**config.mk**
```make
export PLATFORM = sky130hd
export DESIGN_NAME = cmpe_top
export DESIGN_NICKNAME = d
export VERILOG_FILES = /design/src/cmpe_pkg.sv /design/src/cmpe_top.sv
export VERILOG_INCLUDE_DIRS = /design/src
export SDC_FILE = /design/constraint.sdc
export NUM_CORES = 1
export LEC_CHECK = 0
export BUFFER_PORTS_ARGS = -buffer_cell sky130_fd_sc_hd__buf_2
export CORE_MARGIN = 10
export CORE_UTILIZATION = 35
export DETAILED_ROUTE_END_ITERATION = 16
export HOLD_SLACK_MARGIN = 0.12
export PLACE_DENSITY_LB_ADDON = 0.3
export SYNTH_ARGS = -nofsm -noshare
export SYNTH_HDL_FRONTEND = slang
export SYNTH_SLANG_ARGS = --single-unit
```
**constraint.sdc**
```tcl
create_clock -name pclk -period 1.9 [get_ports pclk]
set_input_delay 0.38 -clock pclk [delete_from_list [all_inputs] [get_ports pclk]]
set_output_delay 0.38 -clock pclk [all_outputs]
set_load 0.01 [all_outputs]
```
**src/cmpe_defs.svh**
```systemverilog
// register offsets, field positions and timing constants for the comparator event block
`ifndef CMPE_DEFS_SVH
`define CMPE_DEFS_SVH

// register byte addresses (printed offset 0x97 is not a multiple of four: index * 4)
`define CMPE_CTRL_INDEX     8'h97
`define CMPE_CTRL_ADDR      12'h25C
`define CMPE_IRQ_STAT_ADDR  12'h000
`define CMPE_IRQ_MASK_ADDR  12'h004
`define CMPE_SYS_ADDR       12'h008
`define CMPE_STATE_ADDR     12'h00C

// control/status fields
`define CMPE_MODE_LSB       0
`define CMPE_MODE_MSB       2
`define CMPE_EN_BIT         3
`define CMPE_FLAG_BIT       4
`define CMPE_IDLE_BIT       7
`define CMPE_CTRL_RESET     8'h00
`define CMPE_CTRL_WMASK     8'h9F

// system control fields
`define CMPE_SYS_IE_BIT     0
`define CMPE_SYS_IDLE_BIT   1
`define CMPE_SYS_PD_BIT     2

// machine cycle: twelve clocks, sample taken in the fourth state
`define CMPE_MC_CLOCKS      12
`define CMPE_S4_CLOCK       7
`define CMPE_DEB_OVF        2

`endif

```
**src/cmpe_pkg.sv**
```systemverilog
// types shared by the comparator event block
package cmpe_pkg;

	typedef enum logic [2:0] {
		CMPE_LOW_LEVEL,
		CMPE_RISE,
		CMPE_TOGGLE_DEB,
		CMPE_RISE_DEB,
		CMPE_FALL,
		CMPE_TOGGLE,
		CMPE_FALL_DEB,
		CMPE_HIGH_LEVEL
	} cmpe_mode_e;

	typedef enum logic [1:0] {
		CMPE_IDLE,
		CMPE_WAIT1,
		CMPE_WAIT2
	} cmpe_deb_e;

endpackage

```
**src/cmpe_top.sv**
```systemverilog
// comparator event logic with apb register access and interrupt
//
// Overview of operation
// comparator result is high only when positive input exceeds negative input
// enable clear forces result low and blocks all event flag setting
// software waits 10 us after enable and clears flag before interrupt
// flag sets when enabled sample meets the mode condition
// hardware never clears the flag; software writes zero to acknowledge
// three-bit mode picks level, edge, toggle or debounced condition
// result is sampled once per machine cycle in the fourth state
// debounced modes wait two timer overflows then confirm expected level
// debounced event is flagged one to two timer periods after edge
// software tunes the debounce length through the timer period
// idle bit chooses gating off or running on during idle
// power-down stops sampling and event generation
// processor interrupt needs the interrupt enable bit; flag unaffected (comparator_irq obeys it; irq is gated by irq_mask_q only)
// edges compare current and previous sample; reload on enabling
// level modes set the flag again while level still matches
//
// The implementer's own choice: register access over APB.
`timescale 1ns/1ps
`include "cmpe_defs.svh"

module cmpe_top
(
	// apb clock and reset
	input  wire logic        pclk,
	input  wire logic        presetn,
	// apb slave
	input  wire logic        psel,
	input  wire logic        penable,
	input  wire logic        pwrite,
	input  wire logic [11:0] paddr,
	input  wire logic [31:0] pwdata,
	input  wire logic [3:0]  pstrb,
	output logic [31:0]      prdata,
	output logic             pready,
	output logic             pslverr,
	// analog comparator core
	input  wire logic        raw_compare,
	output logic             comparator_power_on,
	// timer overflow strobe, same clock
	input  wire logic        timer_overflow,
	// system power state
	input  wire logic        idle_mode,
	input  wire logic        power_down,
	// interrupts
	output logic             comparator_irq,
	output logic             irq
);

	// ------------------------------------------------------------
	// registers and internal state
	// ------------------------------------------------------------
	logic [7:0]             comparator_ctrl_status_q;
	logic                   interrupt_enable_q;
	logic [1:0]             irq_stat_q;
	logic [1:0]             irq_mask_q;
	logic [3:0]             mc_cnt_q;
	logic                   cmp_sync1_q;
	logic                   cmp_sync2_q;
	logic                   sample_q;
	logic                   prev_q;
	logic                   en_prev_q;
	logic [1:0]             settle_q;
	logic                   expect_q;
	cmpe_pkg::cmpe_deb_e    deb_q;
	logic                   idle_s1_q;
	logic                   idle_s2_q;
	logic                   pd_s1_q;
	logic                   pd_s2_q;

	logic                   enabled;
	logic                   active;
	logic                   s4_tick;
	logic                   cur;
	logic                   rise;
	logic                   fall;
	logic                   event_hit;
	logic                   flag_clr;
	cmpe_pkg::cmpe_mode_e   mode;
	logic                   wr_en;
	logic                   rd_en;
	logic                   addr_ok;

	// ------------------------------------------------------------
	// apb access
	// ------------------------------------------------------------
	assign pready  = 1'b1;
	assign wr_en   = psel && penable && pwrite;
	assign rd_en   = psel && penable && !pwrite;
	assign addr_ok = (paddr == `CMPE_CTRL_ADDR) || (paddr == `CMPE_IRQ_STAT_ADDR)
		|| (paddr == `CMPE_IRQ_MASK_ADDR) || (paddr == `CMPE_SYS_ADDR)
		|| (paddr == `CMPE_STATE_ADDR);
	assign pslverr = psel && penable && !addr_ok;

	// read data is combinational, not registered; pready is immediate so decode here
	always_comb
	begin
		prdata = 32'h0000_0000;
		if (rd_en)
		begin
			unique case (paddr)
				`CMPE_CTRL_ADDR:     prdata = {24'h00_0000, comparator_ctrl_status_q};
				`CMPE_IRQ_STAT_ADDR: prdata = {30'h0000_0000, irq_stat_q};
				`CMPE_IRQ_MASK_ADDR: prdata = {30'h0000_0000, irq_mask_q};
				`CMPE_SYS_ADDR:      prdata = {31'h0000_0000, interrupt_enable_q};
				`CMPE_STATE_ADDR:    prdata = {28'h000_0000, deb_q, prev_q, cur};
				default:             prdata = 32'h0000_0000;
			endcase
		end
	end

	// ------------------------------------------------------------
	// pin synchronisers
	// ------------------------------------------------------------
	always_ff @(posedge pclk or negedge presetn)
	begin
		if (!presetn)
		begin
			cmp_sync1_q <= 1'b0;
			cmp_sync2_q <= 1'b0;
			idle_s1_q   <= 1'b0;
			idle_s2_q   <= 1'b0;
			pd_s1_q     <= 1'b0;
			pd_s2_q     <= 1'b0;
		end
		else
		begin
			cmp_sync1_q <= raw_compare;
			cmp_sync2_q <= cmp_sync1_q;
			idle_s1_q   <= idle_mode;
			idle_s2_q   <= idle_s1_q;
			pd_s1_q     <= power_down;
			pd_s2_q     <= pd_s1_q;
		end
	end

	// ------------------------------------------------------------
	// gating: enable, idle and power-down
	// ------------------------------------------------------------
	assign mode    = cmpe_pkg::cmpe_mode_e'(
		comparator_ctrl_status_q[`CMPE_MODE_MSB:`CMPE_MODE_LSB]);
	assign enabled = comparator_ctrl_status_q[`CMPE_EN_BIT];
	// idle gating choice; R12 power-down stop
	assign active  = enabled && !pd_s2_q
		&& (!idle_s2_q || comparator_ctrl_status_q[`CMPE_IDLE_BIT]);
	assign comparator_power_on = active;
	// core output high when positive above negative; R2 forced low when off
	assign cur = active ? sample_q : 1'b0;

	// ------------------------------------------------------------
	// machine cycle timing
	// ------------------------------------------------------------
	always_ff @(posedge pclk or negedge presetn)
	begin
		if (!presetn)
			mc_cnt_q <= 4'h0;
		else if (mc_cnt_q == 4'(`CMPE_MC_CLOCKS - 1))
			mc_cnt_q <= 4'h0;
		else
			mc_cnt_q <= mc_cnt_q + 4'h1;
	end
	// samples count only once the synchroniser holds post-enable values
	assign s4_tick = (mc_cnt_q == 4'(`CMPE_S4_CLOCK)) && active && (settle_q == 2'b11);

	// one sample per machine cycle
	always_ff @(posedge pclk or negedge presetn)
	begin
		if (!presetn)
			sample_q <= 1'b0;
		else if (!active)
			sample_q <= 1'b0;
		else if (s4_tick)
			sample_q <= cmp_sync2_q;
	end

	// previous sample; first settled tick after enabling only primes it
	always_ff @(posedge pclk or negedge presetn)
	begin
		if (!presetn)
		begin
			prev_q    <= 1'b0;
			en_prev_q <= 1'b0;
			settle_q  <= 2'b00;
		end
		else if (!active)
		begin
			en_prev_q <= 1'b0;
			settle_q  <= 2'b00;
		end
		else
		begin
			if (settle_q != 2'b11)
				settle_q <= settle_q + 2'b01;
			if (s4_tick)
			begin
				prev_q    <= cmp_sync2_q;
				en_prev_q <= 1'b1;
			end
		end
	end

	// edge from current versus previous sample
	assign rise = s4_tick && en_prev_q && cmp_sync2_q && !prev_q;
	assign fall = s4_tick && en_prev_q && !cmp_sync2_q && prev_q;

	// ------------------------------------------------------------
	// debounce sequencer
	// ------------------------------------------------------------
	// wait two overflows then resample; R9 free timer gives 1 to 2 periods
	always_ff @(posedge pclk or negedge presetn)
	begin
		if (!presetn)
		begin
			deb_q    <= cmpe_pkg::CMPE_IDLE;
			expect_q <= 1'b0;
		end
		else if (!active)
			deb_q <= cmpe_pkg::CMPE_IDLE;
		else
		begin
			unique case (deb_q)
				cmpe_pkg::CMPE_IDLE:
				begin
					if ((rise && (mode == cmpe_pkg::CMPE_RISE_DEB
						|| mode == cmpe_pkg::CMPE_TOGGLE_DEB))
						|| (fall && (mode == cmpe_pkg::CMPE_FALL_DEB
						|| mode == cmpe_pkg::CMPE_TOGGLE_DEB)))
					begin
						deb_q    <= cmpe_pkg::CMPE_WAIT1;
						expect_q <= rise;
					end
				end
				cmpe_pkg::CMPE_WAIT1:
					if (timer_overflow)
						deb_q <= cmpe_pkg::CMPE_WAIT2;
				cmpe_pkg::CMPE_WAIT2:
					if (timer_overflow)
						deb_q <= cmpe_pkg::CMPE_IDLE;
				default:
					deb_q <= cmpe_pkg::CMPE_IDLE;
			endcase
		end
	end

	// ------------------------------------------------------------
	// event condition
	// ------------------------------------------------------------
	// mode decode; R15 levels fire on every matching sample
	always_comb
	begin
		event_hit = 1'b0;
		unique case (mode)
			cmpe_pkg::CMPE_LOW_LEVEL:  event_hit = s4_tick && !cmp_sync2_q;
			cmpe_pkg::CMPE_HIGH_LEVEL: event_hit = s4_tick && cmp_sync2_q;
			cmpe_pkg::CMPE_RISE:       event_hit = rise;
			cmpe_pkg::CMPE_FALL:       event_hit = fall;
			cmpe_pkg::CMPE_TOGGLE:     event_hit = rise || fall;
			default:
				// confirm expected level at second overflow, else dropped
				event_hit = (deb_q == cmpe_pkg::CMPE_WAIT2) && timer_overflow
					&& (cmp_sync2_q == expect_q);
		endcase
		// nothing sets the flag while disabled
		if (!active)
			event_hit = 1'b0;
	end

	// ------------------------------------------------------------
	// control/status register
	// ------------------------------------------------------------
	assign flag_clr = wr_en && pstrb[0] && (paddr == `CMPE_CTRL_ADDR)
		&& !pwdata[`CMPE_FLAG_BIT];

	always_ff @(posedge pclk or negedge presetn)
	begin
		if (!presetn)
			comparator_ctrl_status_q <= `CMPE_CTRL_RESET;
		else
		begin
			if (wr_en && pstrb[0] && (paddr == `CMPE_CTRL_ADDR))
				comparator_ctrl_status_q <= (pwdata[7:0] & `CMPE_CTRL_WMASK)
					& ~(8'h01 << `CMPE_FLAG_BIT)
					| (comparator_ctrl_status_q & (8'h01 << `CMPE_FLAG_BIT));
			// only software clears; set wins over clear
			if (flag_clr && !event_hit)
				comparator_ctrl_status_q[`CMPE_FLAG_BIT] <= 1'b0;
			if (event_hit)
				comparator_ctrl_status_q[`CMPE_FLAG_BIT] <= 1'b1;
		end
	end

	always_ff @(posedge pclk or negedge presetn)
	begin
		if (!presetn)
			interrupt_enable_q <= 1'b0;
		else if (wr_en && pstrb[0] && (paddr == `CMPE_SYS_ADDR))
			interrupt_enable_q <= pwdata[`CMPE_SYS_IE_BIT];
	end

	// request reaches the processor only with its enable
	assign comparator_irq = comparator_ctrl_status_q[`CMPE_FLAG_BIT] && interrupt_enable_q;

	// ------------------------------------------------------------
	// sticky status and mask: bit0 event, bit1 debounce discard
	// ------------------------------------------------------------
	always_ff @(posedge pclk or negedge presetn)
	begin
		if (!presetn)
		begin
			irq_stat_q <= 2'b00;
			irq_mask_q <= 2'b00;
		end
		else
		begin
			if (wr_en && pstrb[0] && (paddr == `CMPE_IRQ_MASK_ADDR))
				irq_mask_q <= pwdata[1:0];
			irq_stat_q <= (irq_stat_q
				& ~((wr_en && pstrb[0] && (paddr == `CMPE_IRQ_STAT_ADDR))
				? pwdata[1:0] : 2'b00))
				| {(deb_q == cmpe_pkg::CMPE_WAIT2) && timer_overflow && active
				&& (cmp_sync2_q != expect_q), event_hit};
		end
	end

	assign irq = |(irq_stat_q & irq_mask_q);

endmodule
```
* Yosys cells after proc, flatten, opt, wreduce, memory -nomap -nowiden
Index checks and enable logic that the tools add are counted.
Storage, ports and cells: output and inout port bits 37, bits in registers 31
Operators by class: mux-type cells 21, reduce and logical (&&, ||, !) cells 54, bitwise operators 5, add/subtract/negate cells 2, eq/ne operators 24
Operator list (count):
- case mux 8 bit (5 select lines) | 1
- two-way mux 32 bit | 1
- logical AND 1 bit | 29
- == test 12 x 4 -> 1 bit, second input constant | 2
- two-way mux 2 bit | 7
- == test 12 x 10 -> 1 bit, second input constant | 1
- == test 12 x 3 -> 1 bit, second input constant | 1
- == test 3 bit, second input constant | 4
- logical NOT 12 bit | 1
- logical OR 1 bit | 9
- != test 3 bit, second input constant | 3
- logical NOT 1 bit | 8
- two-way mux 1 bit | 8
- bitwise OR 8 x 5 -> 8 bit | 1
- == test 3 x 2 -> 1 bit, second input constant | 2
- case mux 2 bit (3 select lines) | 1
- AND reduction 3 bit | 2
- two-way mux 5 bit | 1
- case mux 1 bit (5 select lines) | 1
- adder 4 x 1 -> 4 bit, second input constant | 1
- AND 2 bit | 2
- == test 2 bit, second input constant | 2
- == test 4 x 3 -> 1 bit, second input constant | 1
- == test 4 bit, second input constant | 1
- other kinds (15) | 16

* Logic depth before layout (Yosys ltp)
depth after elaboration 15, depth in mapped cells 5, gate-level depth less buffers 5

* Least setup slack after synthesis
Ideal clock, no wire load.
path kind input to output, start input paddr[7], end output prdata[1], cell stages on the path 3, arrival time 1.295 ns, path buffers 0, setup slack 0.225 ns, path through nor4_4 -> nand2_2 -> nor4_1
Between the ends: longest elaborated chain between the ends 3
RTL lines:
- from (decl) | line cmpe_top.sv:33 | input wire logic [11:0] paddr,
- == test 12 x 4 -> 1 bit, or another cell as far along | line cmpe_top.sv:103 | unique case (paddr)
- case mux 8 bit (5 select lines) (*) | line cmpe_top.sv:103
- two-way mux 32 bit (*) | line cmpe_top.sv:101 | if (rd_en)
- to (decl) | line cmpe_top.sv:36 | output logic [31:0] prdata,
Mark *: on every way between the ends. The rest lies on a longest branch, timed or not.

* Final worst setup path
start input paddr[10], end output prdata[0]
Same word-level chain as after synthesis.

==> results.py <==
metrics = {
    "global_route": {
        "grt_max_degree": 30,
        "met1_usage": 0.1369,
        "gr-total-overflow": 0,
        "grt_pass1_wl_um": 6858,
        "track_usage": 0.1031,
        "gr-max-usage-layer": "met2",
        "antenna_found_initial": 0,
        "grtUsageMet2": 0.1404,
        "first_global_vias": 1351,
        "met3_usage": 0.04988,
    },
    "drt": {
        "wirelength_um": 4218,
        "first_iter_violations": 77,
        "drcViolationCount": 0,
        "drtAntennaViolNets": 0,
        "viasPerCell": 4.830,
        "num_vias": 1396,
        "wire_per_inst_um": 14.60,
        "drtPass1Iterations": 4,
    },
    "timing": {
        "whs_ps": 115.8,
        "fmax_mhz": 530.0,
        "worst_slew_pin_slew_ps": 636.8,
        "skew_ps": 7.447,
        "hold_viol": 0,
        "finalSetupViolations": 0,
        "finalCriticalPeriod_ps": 1887,
        "slew_headroom": 0.5755,
        "drv_slew": 0,
        "rsz0062_at_grt": "true",
        "fin_crit_sh": 0.9931,
    },
    "synthesis": {
        "synth_seq_area_share": 0.4197,
        "synth_area_leaders": "dfrtp_1, buf_4, mux2_2, mux2i_1, nand4_1",
        "yosysWarningCount": 0,
        "netlist_area_um2": 1729,
        "synth-seq-cells": 29,
        "ys_types": 46,
        "syn_inst": 170,
        "avgSynthCellArea_um2": 10.17,
        "synth_edf_count": 0,
        "synthArstFlopShare": 1.000,
        "synth_top_area_share": 0.4197,
        "synthFlopType": "dfrtp_1",
        "synth_top_area_cell": "dfrtp_1",
    },
    "place": {
        "port_buffers": 37,
        "gp_congestion": 0.8098,
        "dpl.hpwl_um": 3376,
    },
    "power": {
        "pwr-share-seq": 0.486,
        "power_mw": 1.293,
        "p_leak_nw": 1.026,
        "peakVddDrop_v": 0.0004828,
        "power_switching_mw": 0.3060,
        "p_int_mw": 0.9868,
        "power_density_nw_per_um2": 619.5,
        "p_clk_frac": 0.429,
        "swShare": 0.2367,
        "p_comb_frac": 0.084,
    },
    "outcome": {
        "status": "complete, no violations",
    },
    "layout": {
        "syn2layout_area_growth_pct": 20.69,
        "layout-drive-gt1-share": 0.3378,
        "nets": 280,
        "final_common_cell": "buf_2",
        "layout_common_cells": "buf_2, dfrtp_1, conb_1, buf_4, nor2_1",
        "seq_area_um2": 725.7,
        "multi_input_area_um2": 869.6,
        "fillers": 497,
        "antennaDiodeCount": 0,
    },
    "worst_setup_path": {
        "critPathLaunch": "paddr[10]",
        "worstPathRequired_ps": 1520,
        "critPathCaptureType": "output port",
        "cp_max_fo": 5,
        "r2r_start": "mc_cnt_q[0]",
        "crit_arrival_ps": 1510,
        "critical_path_class": "in2out",
        "worstSetupStartpointType": "input port",
    },
    "floorplanning": {
        "die_x_um": 90.29,
        "rows": 25,
        "die_h_um": 90.29,
        "io_pins": 94,
        "dieArea_um2": 8152,
        "core_um2": 4755,
        "start_util": 0.3637,
    },
    "clocking": {
        "cts_buffers": 5,
        "clkLatencyLatePin_ps": 280,
        "ctsHoldBuffers": 0,
        "h-tree-depth": 2,
        "clock_tree.root_cell": "clkbuf_8",
        "cts.sinks": 29,
        "clk_pin_slew_ps": 60,
        "clockBufferDepth": 2,
        "tritoncts": "built",
    },
    "min_path": {
        "worstHoldPathType": "in2async",
    },
    "flow_run": {
        "drv_cap": 0,
    },
}
[sequential cells by signal (all words and copies together), names as in the netlist]
| name | cells |
|---|---|
| cmp_sync1_q | 1 |
| cmp_sync2_q | 1 |
| comparator_ctrl_status_q | 6 |
| deb_q | 2 |
| en_prev_q | 1 |
| expect_q | 1 |
| idle_s1_q | 1 |
| idle_s2_q | 1 |
| interrupt_enable_q | 1 |
| irq_mask_q | 2 |
| irq_stat_q | 2 |
| mc_cnt_q | 4 |
| pd_s1_q | 1 |
| pd_s2_q | 1 |
| prev_q | 1 |
| sample_q | 1 |
| settle_q | 2 |
[synthesized netlist by cell type (2+ instances only)]
cell type and number:
nor4_1 3, clkbuf_1 2, mux2_2 8, a21oi_1 4
nand2_1 6, o21ai_0 6, o2bb2ai_1 2, inv_1 7
nor3_2 3, nor3_1 2, a32oi_1 3, nand3_1 5
a22o_1 2, nor2b_1 3, nor2_1 10, and3_1 2
xor2_1 2, nand4_1 6, dfrtp_1 29, buf_4 27
nand2b_1 4, and4_2 2, ha_1 2, mux2i_1 4
nand4b_1 4, conb_1 2
[area by class of cell]
type	count	share of cell area
flip-flops and latches	29	0.3477
well taps	67	0.04017
clock inverters	1	0.002398
repair buffers	48	0.1343
clock buffers	7	0.04616
multi-input cells	130	0.4167
inverters	7	0.01259
[cells by family after synthesis]
group | after synthesis | share of synthesized area
xor gates and xnor gates | 3 | 0.01520
DFF | 29 | 0.4197
adders and majority gates | 2 | 0.01447
buffers and inverters | 36 | 0.1368
muxes | 13 | 0.08177
other | 2 | 0.004343
AOI/OAI and AO/OA | 27 | 0.1107
and+or+nand+nor | 58 | 0.2171
[layer usage]
metal | share of wire | vias to the layer above | wire length, µm
met2 | 0.42 | 59 | 1790
met5 | 0 | - | 0
met3 | 0.080 | 6 | 338
li1 | - | 670 | -
met4 | 0.013 | 0 | 53
met1 | 0.48 | 661 | 2035
[path summary, 6_finish.rpt]
kind | end | slack (ps) | cells after the start
max | prdata[0] | 10 | 6
max reg2reg | prev_q | 330 | 4
max in group asynchronous | cmp_sync2_q | 1370 | 1
min | mc_cnt_q[2] | 120 | 1
min reg2reg | pd_s2_q | 340 | 0
min in group pclk | pd_s1_q | 200 | 1
[power groups by stage]
stage               registers [mW]  logic [mW]  clock network (mW)
global route                 0.629       0.122               0.610
detailed placement           0.640       0.103                   0
global placement             0.640       0.103                   0
CTS                          0.628       0.104               0.581
floorplan                    0.637      0.0885                   0
finish                       0.629       0.109               0.555
[metrics by stage]
step / util / cell area (µm²) / TNS [ps] / worst slack, ps / std cells
after floorplan: - / 1823 / 0 / 225.2 / 195
after global placement: 0.4100 / 1949 / 0 / 8.543 / 279
after detailed placement: 0.4100 / 1949 / -0.9582 / -0.9582 / 279
after CTS: 0.4316 / 2052 / 0 / 8.703 / 287
after global routing: 0.4389 / 2087 / -190.9 / -98.04 / 289
final: 0.4389 / 2087 / 0 / 13.03 / 289
[what timing repair did]
item | 4_1_cts | 5_1_grt
setup buffers | 0 | 2
endpoints found under the setup margin | 2 | 6
resized for setup | 1 | 4
pin swaps | 0 | 4
[worst max-delay path, cell delays in order]
cell	delay (ps)
buf_6	100
nor4_4	370
nand4_1	190
o22a_1	240
nor2_1	100
buf_2	130
Power figures use the tool's default switching activity.
